## config.mk

```make
export PLATFORM = sky130hd
export DESIGN_NAME = ocss_top
export DESIGN_NICKNAME = d
export VERILOG_FILES = /design/src/shared/ocss_pkg.sv /design/src/logic/ocss_sync_ctl.sv /design/src/logic/ocss_top.sv
export SDC_FILE = /design/constraint.sdc
export NUM_CORES = 1
export LEC_CHECK = 0
export BUFFER_PORTS_ARGS = -buffer_cell sky130_fd_sc_hd__buf_2
export CAP_MARGIN = 40
export CORE_UTILIZATION = 40
export DETAILED_ROUTE_END_ITERATION = 8
export PLACE_DENSITY = 0.68
export SYNTH_ARGS = -nofsm -noshare
export SYNTH_HDL_FRONTEND = slang
export SYNTH_SLANG_ARGS = --single-unit
```

## constraint.sdc

```tcl
create_clock -name i_clk -period 3.55 [get_ports i_clk]
set_input_delay 0.71 -clock i_clk [delete_from_list [all_inputs] [get_ports i_clk]]
set_output_delay 0.71 -clock i_clk [all_outputs]
set_load 0.01 [all_outputs]
```

## src/shared/ocss_pkg.sv

```systemverilog
// Package for the output clock source select block: offsets, fields, resets, codes
package ocss_pkg;

	// ************************************************
	// Register offsets
	// ************************************************
	localparam logic [15:0] OCSS_ADDR_SYNC_LOW = 16'h00A8;
	localparam logic [15:0] OCSS_ADDR_OUT45 = 16'h00A9;
	localparam logic [15:0] OCSS_ADDR_OUT67 = 16'h00AA;
	localparam logic [15:0] OCSS_ADDR_RSVD = 16'h00AB;

	// ************************************************
	// Field positions
	// ************************************************
	localparam int OCSS_POS_SYNC0 = 4;
	localparam int OCSS_POS_SYNC1 = 5;
	localparam int OCSS_POS_LO_PICK = 4;
	localparam int OCSS_POS_HI_PICK = 0;

	// ************************************************
	// Reset values
	// ************************************************
	localparam logic [3:0] OCSS_RST_LOW_PICK = 4'ha;
	localparam logic [2:0] OCSS_RST_PICK4 = 3'h0;
	localparam logic [2:0] OCSS_RST_PICK5 = 3'h2;
	localparam logic [2:0] OCSS_RST_PICK6 = 3'h6;
	localparam logic [2:0] OCSS_RST_PICK7 = 3'h5;
	localparam logic [7:0] OCSS_RSVD_READ = 8'h00;

	// ************************************************
	// Source codes of the three-bit selects
	// ************************************************
	typedef enum logic [2:0] {
		OCSS_SRC_FIRST_PLL = 3'b000,
		OCSS_SRC_SECOND_PLL = 3'b001,
		OCSS_SRC_OUT2 = 3'b010,
		OCSS_SRC_OUT3 = 3'b011,
		OCSS_SRC_REF0 = 3'b100,
		OCSS_SRC_REF1 = 3'b101,
		OCSS_SRC_REF2 = 3'b110,
		OCSS_SRC_XTAL = 3'b111
	} ocss_src_t;

	// Count of source inputs to the wide mux
	localparam int OCSS_NUM_SRC = 8;
	localparam int OCSS_NUM_OUT = 8;

endpackage

```

## src/logic/ocss_sync_ctl.sv

```systemverilog
// One PLL's divider sync sequencer: hold on rise, release on fall
`timescale 1ns/1ps
module ocss_sync_ctl
	import ocss_pkg::*;
(
	input wire logic i_clk, // System clock
	input wire logic i_arst_n, // Async reset, active low
	input wire logic i_sync_bit, // Software sync bit for this PLL
	output logic o_hold, // Hold dividers of this PLL
	output logic o_release // One-cycle release pulse
);

	typedef enum logic [0:0] {
		OCSS_ST_RUN = 1'b0,
		OCSS_ST_HOLD = 1'b1
	} ocss_sync_st_t;

	ocss_sync_st_t state;
	ocss_sync_st_t next_state;
	logic bit_q;

	// Previous bit value, for edge detection
	always_ff @(posedge i_clk or negedge i_arst_n) begin
		if (!i_arst_n) begin
			bit_q <= 1'b0;
		end else begin
			bit_q <= i_sync_bit;
		end
	end

	// Next state from bit edges
	always_comb begin
		next_state = state;
		case (state)
			OCSS_ST_RUN: begin
				if (i_sync_bit && !bit_q) begin
					next_state = OCSS_ST_HOLD;
				end
			end
			OCSS_ST_HOLD: begin
				if (!i_sync_bit && bit_q) begin
					next_state = OCSS_ST_RUN;
				end
			end
			default: begin
				next_state = OCSS_ST_RUN;
			end
		endcase
	end

	// State and registered outputs
	always_ff @(posedge i_clk or negedge i_arst_n) begin
		if (!i_arst_n) begin
			state <= OCSS_ST_RUN;
			o_hold <= 1'b0;
			o_release <= 1'b0;
		end else begin
			state <= next_state;
			o_hold <= (next_state == OCSS_ST_HOLD);
			o_release <= (state == OCSS_ST_HOLD) && (next_state == OCSS_ST_RUN);
		end
	end

endmodule

```

## src/logic/ocss_top.sv

```systemverilog
// Output clock source select and divider sync control, register-driven
`timescale 1ns/1ps
module ocss_top
	import ocss_pkg::*;
#(
	parameter int NUM_OUT = OCSS_NUM_OUT // Output count
)(
	input wire logic i_clk, // System clock, 40 MHz
	input wire logic i_arst_n, // Async reset, active low
	input wire logic [15:0] i_reg_addr, // Register address
	input wire logic [7:0] i_reg_wdata, // Write data
	input wire logic i_reg_wr, // Write strobe
	input wire logic i_reg_rd, // Read strobe
	output logic [7:0] o_reg_rdata, // Read data
	output logic [7:0] o_reg_out_pick_code, // Registered: outputs 0-3 bits, sync bits
	output logic [3:0] o_low_pick, // Outputs 0-3 PLL select, 1 = second PLL
	output logic [2:0] o_out4_source_pick, // Output 4 source code
	output logic [2:0] o_out5_source_pick, // Output 5 source code
	output logic [2:0] o_out6_source_pick, // Output 6 source code
	output logic [2:0] o_out7_source_pick, // Output 7 source code
	output logic [NUM_OUT-1:0] o_from_first_pll, // Output driven by first PLL
	output logic [NUM_OUT-1:0] o_from_second_pll, // Output driven by second PLL
	output logic [NUM_OUT-1:0] o_div_hold, // Divider held in reset
	output logic [NUM_OUT-1:0] o_coarse_clear, // Pulse: clear coarse phase
	output logic [NUM_OUT-1:0] o_fine_apply // Pulse: load fine phase
);

	// ************************************************
	// Register storage
	// ************************************************
	logic [3:0] out_pick; // Bit m selects source for output m
	logic first_pll_divider_sync;
	logic second_pll_divider_sync;
	logic [2:0] out4_source_pick;
	logic [2:0] out5_source_pick;
	logic [2:0] out6_source_pick;
	logic [2:0] out7_source_pick;

	logic [NUM_OUT-1:0] next_first;
	logic [NUM_OUT-1:0] next_second;
	logic hold0;
	logic hold1;
	logic rel0;
	logic rel1;

	// Writes; reserved bits are dropped, so they read back as zero
	always_ff @(posedge i_clk or negedge i_arst_n) begin
		if (!i_arst_n) begin
			out_pick <= OCSS_RST_LOW_PICK;
			first_pll_divider_sync <= 1'b0;
			second_pll_divider_sync <= 1'b0;
			out4_source_pick <= OCSS_RST_PICK4;
			out5_source_pick <= OCSS_RST_PICK5;
			out6_source_pick <= OCSS_RST_PICK6;
			out7_source_pick <= OCSS_RST_PICK7;
		end else if (i_reg_wr) begin
			case (i_reg_addr)
				OCSS_ADDR_SYNC_LOW: begin
					out_pick <= i_reg_wdata[3:0];
					first_pll_divider_sync <= i_reg_wdata[OCSS_POS_SYNC0];
					second_pll_divider_sync <= i_reg_wdata[OCSS_POS_SYNC1];
				end
				OCSS_ADDR_OUT45: begin
					out4_source_pick <= i_reg_wdata[OCSS_POS_HI_PICK +: 3];
					out5_source_pick <= i_reg_wdata[OCSS_POS_LO_PICK +: 3];
				end
				OCSS_ADDR_OUT67: begin
					out6_source_pick <= i_reg_wdata[OCSS_POS_HI_PICK +: 3];
					out7_source_pick <= i_reg_wdata[OCSS_POS_LO_PICK +: 3];
				end
				default: begin
					// Reserved and unmapped addresses ignore writes
				end
			endcase
		end
	end

	// Read mux, registered; reserved positions return zero
	always_ff @(posedge i_clk or negedge i_arst_n) begin
		if (!i_arst_n) begin
			o_reg_rdata <= OCSS_RSVD_READ;
		end else if (i_reg_rd) begin
			case (i_reg_addr)
				OCSS_ADDR_SYNC_LOW: o_reg_rdata <= {2'b00, second_pll_divider_sync,
					first_pll_divider_sync, out_pick};
				OCSS_ADDR_OUT45: o_reg_rdata <= {1'b0, out5_source_pick, 1'b0, out4_source_pick};
				OCSS_ADDR_OUT67: o_reg_rdata <= {1'b0, out7_source_pick, 1'b0, out6_source_pick};
				default: o_reg_rdata <= OCSS_RSVD_READ;
			endcase
		end
	end

	// ************************************************
	// Sync sequencers, one per PLL
	// ************************************************
	ocss_sync_ctl u_sync_first (
		.i_clk(i_clk),
		.i_arst_n(i_arst_n),
		.i_sync_bit(first_pll_divider_sync),
		.o_hold(hold0),
		.o_release(rel0)
	);

	ocss_sync_ctl u_sync_second (
		.i_clk(i_clk),
		.i_arst_n(i_arst_n),
		.i_sync_bit(second_pll_divider_sync),
		.o_hold(hold1),
		.o_release(rel1)
	);

	// ************************************************
	// Source decode
	// ************************************************
	// Outputs 4-7 that pick output 2 or 3 inherit that output's PLL, since
	// their clock passes through that divider's PLL root
	function automatic logic [1:0] ocss_pll_of(input logic [2:0] code,
		input logic pll_of_2, input logic pll_of_3);
		logic [1:0] r;
		r = 2'b00;
		case (code)
			OCSS_SRC_FIRST_PLL: r = 2'b01;
			OCSS_SRC_SECOND_PLL: r = 2'b10;
			OCSS_SRC_OUT2: r = pll_of_2 ? 2'b10 : 2'b01;
			OCSS_SRC_OUT3: r = pll_of_3 ? 2'b10 : 2'b01;
			default: r = 2'b00; // Input references and crystal: no PLL
		endcase
		return r;
	endfunction

	// Which PLL drives each output, from the live selects
	always_comb begin
		logic [1:0] p;
		p = 2'b00;
		next_first = '0;
		next_second = '0;
		for (int m = 0; m < 4; m++) begin
			next_first[m] = !out_pick[m];
			next_second[m] = out_pick[m];
		end
		p = ocss_pll_of(out4_source_pick, out_pick[2], out_pick[3]);
		next_first[4] = p[0];
		next_second[4] = p[1];
		p = ocss_pll_of(out5_source_pick, out_pick[2], out_pick[3]);
		next_first[5] = p[0];
		next_second[5] = p[1];
		p = ocss_pll_of(out6_source_pick, out_pick[2], out_pick[3]);
		next_first[6] = p[0];
		next_second[6] = p[1];
		p = ocss_pll_of(out7_source_pick, out_pick[2], out_pick[3]);
		next_first[7] = p[0];
		next_second[7] = p[1];
	end

	// Mirror selects and PLL membership to the divider fabric
	always_ff @(posedge i_clk or negedge i_arst_n) begin
		if (!i_arst_n) begin
			o_low_pick <= OCSS_RST_LOW_PICK;
			o_out4_source_pick <= OCSS_RST_PICK4;
			o_out5_source_pick <= OCSS_RST_PICK5;
			o_out6_source_pick <= OCSS_RST_PICK6;
			o_out7_source_pick <= OCSS_RST_PICK7;
			o_reg_out_pick_code <= {4'h0, OCSS_RST_LOW_PICK};
			o_from_first_pll <= '0;
			o_from_second_pll <= '0;
		end else begin
			o_low_pick <= out_pick;
			o_out4_source_pick <= out4_source_pick;
			o_out5_source_pick <= out5_source_pick;
			o_out6_source_pick <= out6_source_pick;
			o_out7_source_pick <= out7_source_pick;
			o_reg_out_pick_code <= {2'b00, second_pll_divider_sync,
				first_pll_divider_sync, out_pick};
			o_from_first_pll <= next_first;
			o_from_second_pll <= next_second;
		end
	end

	// ************************************************
	// Divider hold, release and phase effects
	// ************************************************
	// Hold and release are gated by the live selects, so a divider moved
	// to another PLL while held is released by the next settled cycle
	always_ff @(posedge i_clk or negedge i_arst_n) begin
		if (!i_arst_n) begin
			o_div_hold <= '0;
			o_coarse_clear <= '0;
			o_fine_apply <= '0;
		end else begin
			for (int m = 0; m < NUM_OUT; m++) begin
				o_div_hold[m] <= (hold0 && next_first[m]) || (hold1 && next_second[m]);
				o_coarse_clear[m] <= (rel0 && next_first[m]) || (rel1 && next_second[m]);
				// Fine phase exists only on outputs 2 and 3
				o_fine_apply[m] <= (m == 2 || m == 3) &&
					((rel0 && next_first[m]) || (rel1 && next_second[m]));
			end
		end
	end

endmodule

```

== After elaboration in Yosys (flattened, before gate mapping) ==
Cells that the tools add are included.

* Flip-flop bits (word level): 88
* Input port bits: 28
* Output and inout bits: 72
* Word-level logic and storage cells: 126

* Equal/unequal tests: 15
* Multiplexer cells: 13
* Bitwise operators: 4
* Reductions and logical operators: 69

{| class="wikitable"
|+ Operators with widths
! operator !! count
|-
| $eq A16 B8 Y1 const B || 3
|-
| $logic_and A1 B1 Y1 || 38
|-
| $pmux W2 S4 || 4
|-
| $eq A3 B2 Y1 const B || 8
|-
| $pmux W7 S3 || 1
|-
| $logic_or A1 B1 Y1 || 16
|-
| $eq A3 B1 Y1 const B || 4
|-
| $logic_not A3 Y1 || 4
|-
| $logic_not A1 Y1 || 8
|-
| $reduce_and A2 Y1 || 3
|-
| $mux W1 || 4
|-
| $mux W2 || 2
|-
| $not A1 Y1 || 4
|-
| $pmux W1 S2 || 2
|}

== Longest topological paths before layout ==
* Depth after elaboration: 6
* Gate-level depth with buffers: 5
* Depth with buffers taken out: 4

== By module ==
A second synthesis with hierarchy kept.

* Cell total of the unflattened synthesis: 208
* Area, all modules: 2987.9 µm²

{| class="wikitable"
|+ By module, submodules not included
! module !! times used !! cells an instance !! area an instance (µm²) !! seq. area each (µm²)
|-
| ocss_top || 1 || 196 || 2792.7 || 1844.3
|-
| ocss_sync_ctl || 2 || 6 || 97.6 || 75.1
|}

== Least setup slack after synthesis ==
Ideal clock, no wire load.

* Path type: input-to-reg
* Start: in i_reg_addr[12]
* End: reg first_pll_divider_sync
* Setup time: 0.125 ns
* Arrival: 2.005 ns
* Data required time: 3.425 ns
* Path slack: 1.421 ns
* Stages on the path: 4
* Buffers on the path: 0
* Path through: nor4_2 -> nand4_2 -> nor4b_4 -> mux2_2

* Longest elaborated chain between the ends: 2

{| class="wikitable"
|+ Ends and longest elaborated chain
! item !! RTL line !! source
|-
| start, declared || ocss_top.sv:10 || <nowiki>input wire logic [15:0] i_reg_addr,</nowiki>
|-
| $eq A16 B8 Y1 || ocss_top.sv:57 || <nowiki>case (i_reg_addr)</nowiki>
|-
| $reduce_and A2 Y1 (no source line) || n/a ||
|-
| end signal, assigned || ocss_top.sv:60 || <nowiki>first_pll_divider_sync <= i_reg_wdata[OCSS_POS_SYNC0];</nowiki>
|-
| end, declared || ocss_top.sv:32 || <nowiki>logic first_pll_divider_sync;</nowiki>
|}

No other way between the ends.
A chain may end at the register's enable or synchronous reset.

== Worst setup path after layout ==
* Start: in i_reg_addr[1]
* End: reg out6_source_pick[0]

* Longest elaborated chain between the ends: 2

{| class="wikitable"
|+ Ends and longest elaborated chain
! item !! RTL line !! source
|-
| $eq A16 B8 Y1 || ocss_top.sv:57 ||
|-
| $reduce_and A2 Y1 (no source line) || n/a ||
|-
| end signal, assigned || ocss_top.sv:68 || <nowiki>out6_source_pick <= i_reg_wdata[OCSS_POS_HI_PICK +: 3];</nowiki>
|-
| end, declared || ocss_top.sv:36 || <nowiki>logic [2:0] out6_source_pick;</nowiki>
|}

No other way between the ends.

==> results.yml <==
setup_path:
  worstRegToRegCells: 4
  r2r-start: "out_pick[3]"
  path_buf_inv: 1
  endpoint_kind: "flop"
  r2r_slack_ns: 1.93
  path_class: "primary input to flop"
  path_depth: 5
  cp_top_family: "simple AND/OR/NAND/NOR gates"
  reg2reg_to: "o_div_hold[7]"
  crit_fanout: 11
  cp.arrival_ns: 2.50
  worst_ep_required_time_ns: 3.77
  max_stage_delay_ns: 0.54
  slowest_stage: "nor2_1"
  worstSetupStartpointType: "primary input"
  worstPathCellList: "buf_2, nor2b_1, nand2_1, nor2_1, mux2_2"
route:
  drc: 0
  drt-vias-per-instance: 4.66
  ant_nets: 0
  wl_mm: 5.81
  wl_per_cell_um: 14.7
  num_vias: 1847
  drtPass1Iterations: 4
  drt_iter0_drc: 83
sta:
  clock_skew_ns: 0.00942
  fin_crit_ns: 2.27
  drv_slew: 0
  worstMarginPinSlew_ns: 0.680
  slew_headroom: 0.545
  whs_ns: 0.323
  setup_slack_ns: 1.28
  setup_viol: 0
  period_share: 0.641
  grt_setup_unrepaired: "false"
  finalHoldViolCount: 0
  fmax_mhz: 440
  tns_ns: 0
power_and_ir_drop:
  ir_drop_mv: 0.205
  powerDensity_mw_per_mm2: 436
  power.switching_w: 0.000336
  p_clk_frac: 0.406
  p_leak_nw: 1.86
  internal-power_w: 0.00124
  seqPwrFrac: 0.560
  comb_power_share: 0.035
  p_sw_frac: 0.214
synthesis:
  ys_seq_elements: 77
  syn_inst: 211
  synth_top_area_share: 0.533
  synth.avg_cell_area_um2: 14.0
  synth_cell_types: 25
  syn_area_mm2: 0.00296
  yosysWarningCount: 0
  synth.area.top_cells: "dfrtp_1 53%, dfstp_2 12%, mux2_2 9.9%, buf_4 4.8%, mux2i_1 4.4%"
  yosysTopAreaCell: "dfrtp_1"
  yosysSeqAreaShare: 0.657
die:
  die-area_mm2: 0.00774
  die_w_um: 88.0
  num_rows: 30
  io_pins: 100
  start_util: 0.424
  core_area_mm2: 0.00698
  die_y_um: 88.0
global_routing:
  grt_pass1_vias: 1720
  grt_pass1_wl_mm: 9.31
  gr-usage-all-layers: 0.166
  overflow: 0
  antenna_found_initial: 0
  grt_max_degree: 41
flow_run:
  cap_viol_max_count: 0
final_layout:
  drive_gt1_frac: 0.503
  final_common_cell: "buf_2"
  design.final.nets: 323
  num-fill-cells: 640
  layout_common_cells: "88 x buf_2, 63 x dfrtp_1, 26 x mux2_2"
  area_delta_synth_final_pct: 21.8
  antenna_cells: 0
placed_design:
  pre_cts_ws_ns: 0.991
  port_buffers: 89
  place_hpwl_mm: 4.04
  place_congestion: 0.705
clocking:
  insertion_delay_ns: 0.34
  clock_path_buffers: 2
  hold_buffers: 0
  cts_resized: 0
  clock_sink_count: 77
  clk_pin_slew_ns: 0.08
  htree_num_levels: 3
  cts_tree: "done"
  cts_root_buf: "clkbuf_8"
  post_cts_buffers: 0
  cts_buffers: 9
hold_path:
  hold_class: "primary input to async pin"
run_status:
  status: "complete, no violations"
[cell usage after synthesis (all sizes together)]
master   instances
buf             19
or4              1
a31oi            4
nand4            1
nor3b            1
nor2            20
clkbuf           6
maj3             2
clkinv           1
nor4             1
a21oi            9
nor3             1
nor2b            5
o2bb2ai          8
mux2            26
conb             1
nand2            5
mux2i           13
inv              6
and4bb           1
a211o            1
dfrtp           63
nor4b            2
dfstp           14
[flip-flops by register name (all words and copies together), names as in the netlist]
signal                   count
u_sync_first.o_release       1
out7_source_pick             3
u_sync_second.o_hold         1
out6_source_pick             3
out5_source_pick             3
o_out4_source_pick           3
o_low_pick                   1
first_pll_divider_sync       1
u_sync_first.o_hold          1
o_from_second_pll            8
u_sync_second.o_release      1
o_out5_source_pick           3
o_out7_source_pick           3
o_reg_rdata                  7
out_pick                     4
out4_source_pick             3
o_coarse_clear               8
second_pll_divider_sync      1
o_out6_source_pick           3
o_from_first_pll             8
o_div_hold                   8
o_reg_out_pick_code          3
[metal layers]
metal	track usage	part of all wire
met5	0	0
met4	0.0492	0.0091
met3	0.0490	0.050
met2	0.249	0.48
met1	0.232	0.46
[metrics by stage]
step                area, µm²  std cells  total power [W]  utilization
floorplan                2990        219         0.000920            -
global placement         3390        379         0.000947        0.486
detailed placement       3410        380         0.000951        0.489
CTS                      3600        396          0.00159        0.516
global route             3600        396          0.00163        0.516
finish                   3600        396          0.00157        0.516
[kinds of logic (layout without fill, tap and decap cells)]
logic type,Yosys count,after routing,synth area share
multiplexers,39,39,0.143
adder cells (fa/ha/maj),2,2,0.00677
AO/OA/AOI/OAI,22,22,0.0503
AND/OR/NAND/NOR,38,38,0.0766
other,1,9,0.00127
buffers and inverters,32,113,0.0647
flip-flops,77,77,0.657
[worst max path at each step]
stage | startpoint | to
4_1_cts | i_reg_addr[1] | out6_source_pick[0]
3_5_place_dp | i_reg_addr[1] | out7_source_pick[1]
6_report | i_reg_addr[1] | out6_source_pick[0]
2_1_floorplan | i_reg_addr[12] | first_pll_divider_sync
3_3_place_gp | i_reg_addr[1] | out7_source_pick[1]
5_1_grt | i_reg_addr[1] | out6_source_pick[0]
[final cells by class]
type / count / area (µm²) / share of cell area
multi-input combinational: 110 / 852 / 0.237
tap: 96 / 120 / 0.0333
timing repair buffer: 90 / 468 / 0.130
sequential: 77 / 1940 / 0.540
inverter: 7 / 26.3 / 0.00729
clock buffer: 11 / 141 / 0.0392
clock inverter: 5 / 50.0 / 0.0139
[power by group through the flow]
stage	combinational (W)	clock [W]	sequential, W
finish	0.0000543	0.000638	0.000880
global route	0.0000623	0.000684	0.000879
CTS	0.0000555	0.000651	0.000880
detailed placement	0.0000554	0	0.000896
global placement	0.0000511	0	0.000896
floorplan	0.0000236	0	0.000896
Power figures use the tool's default switching activity.
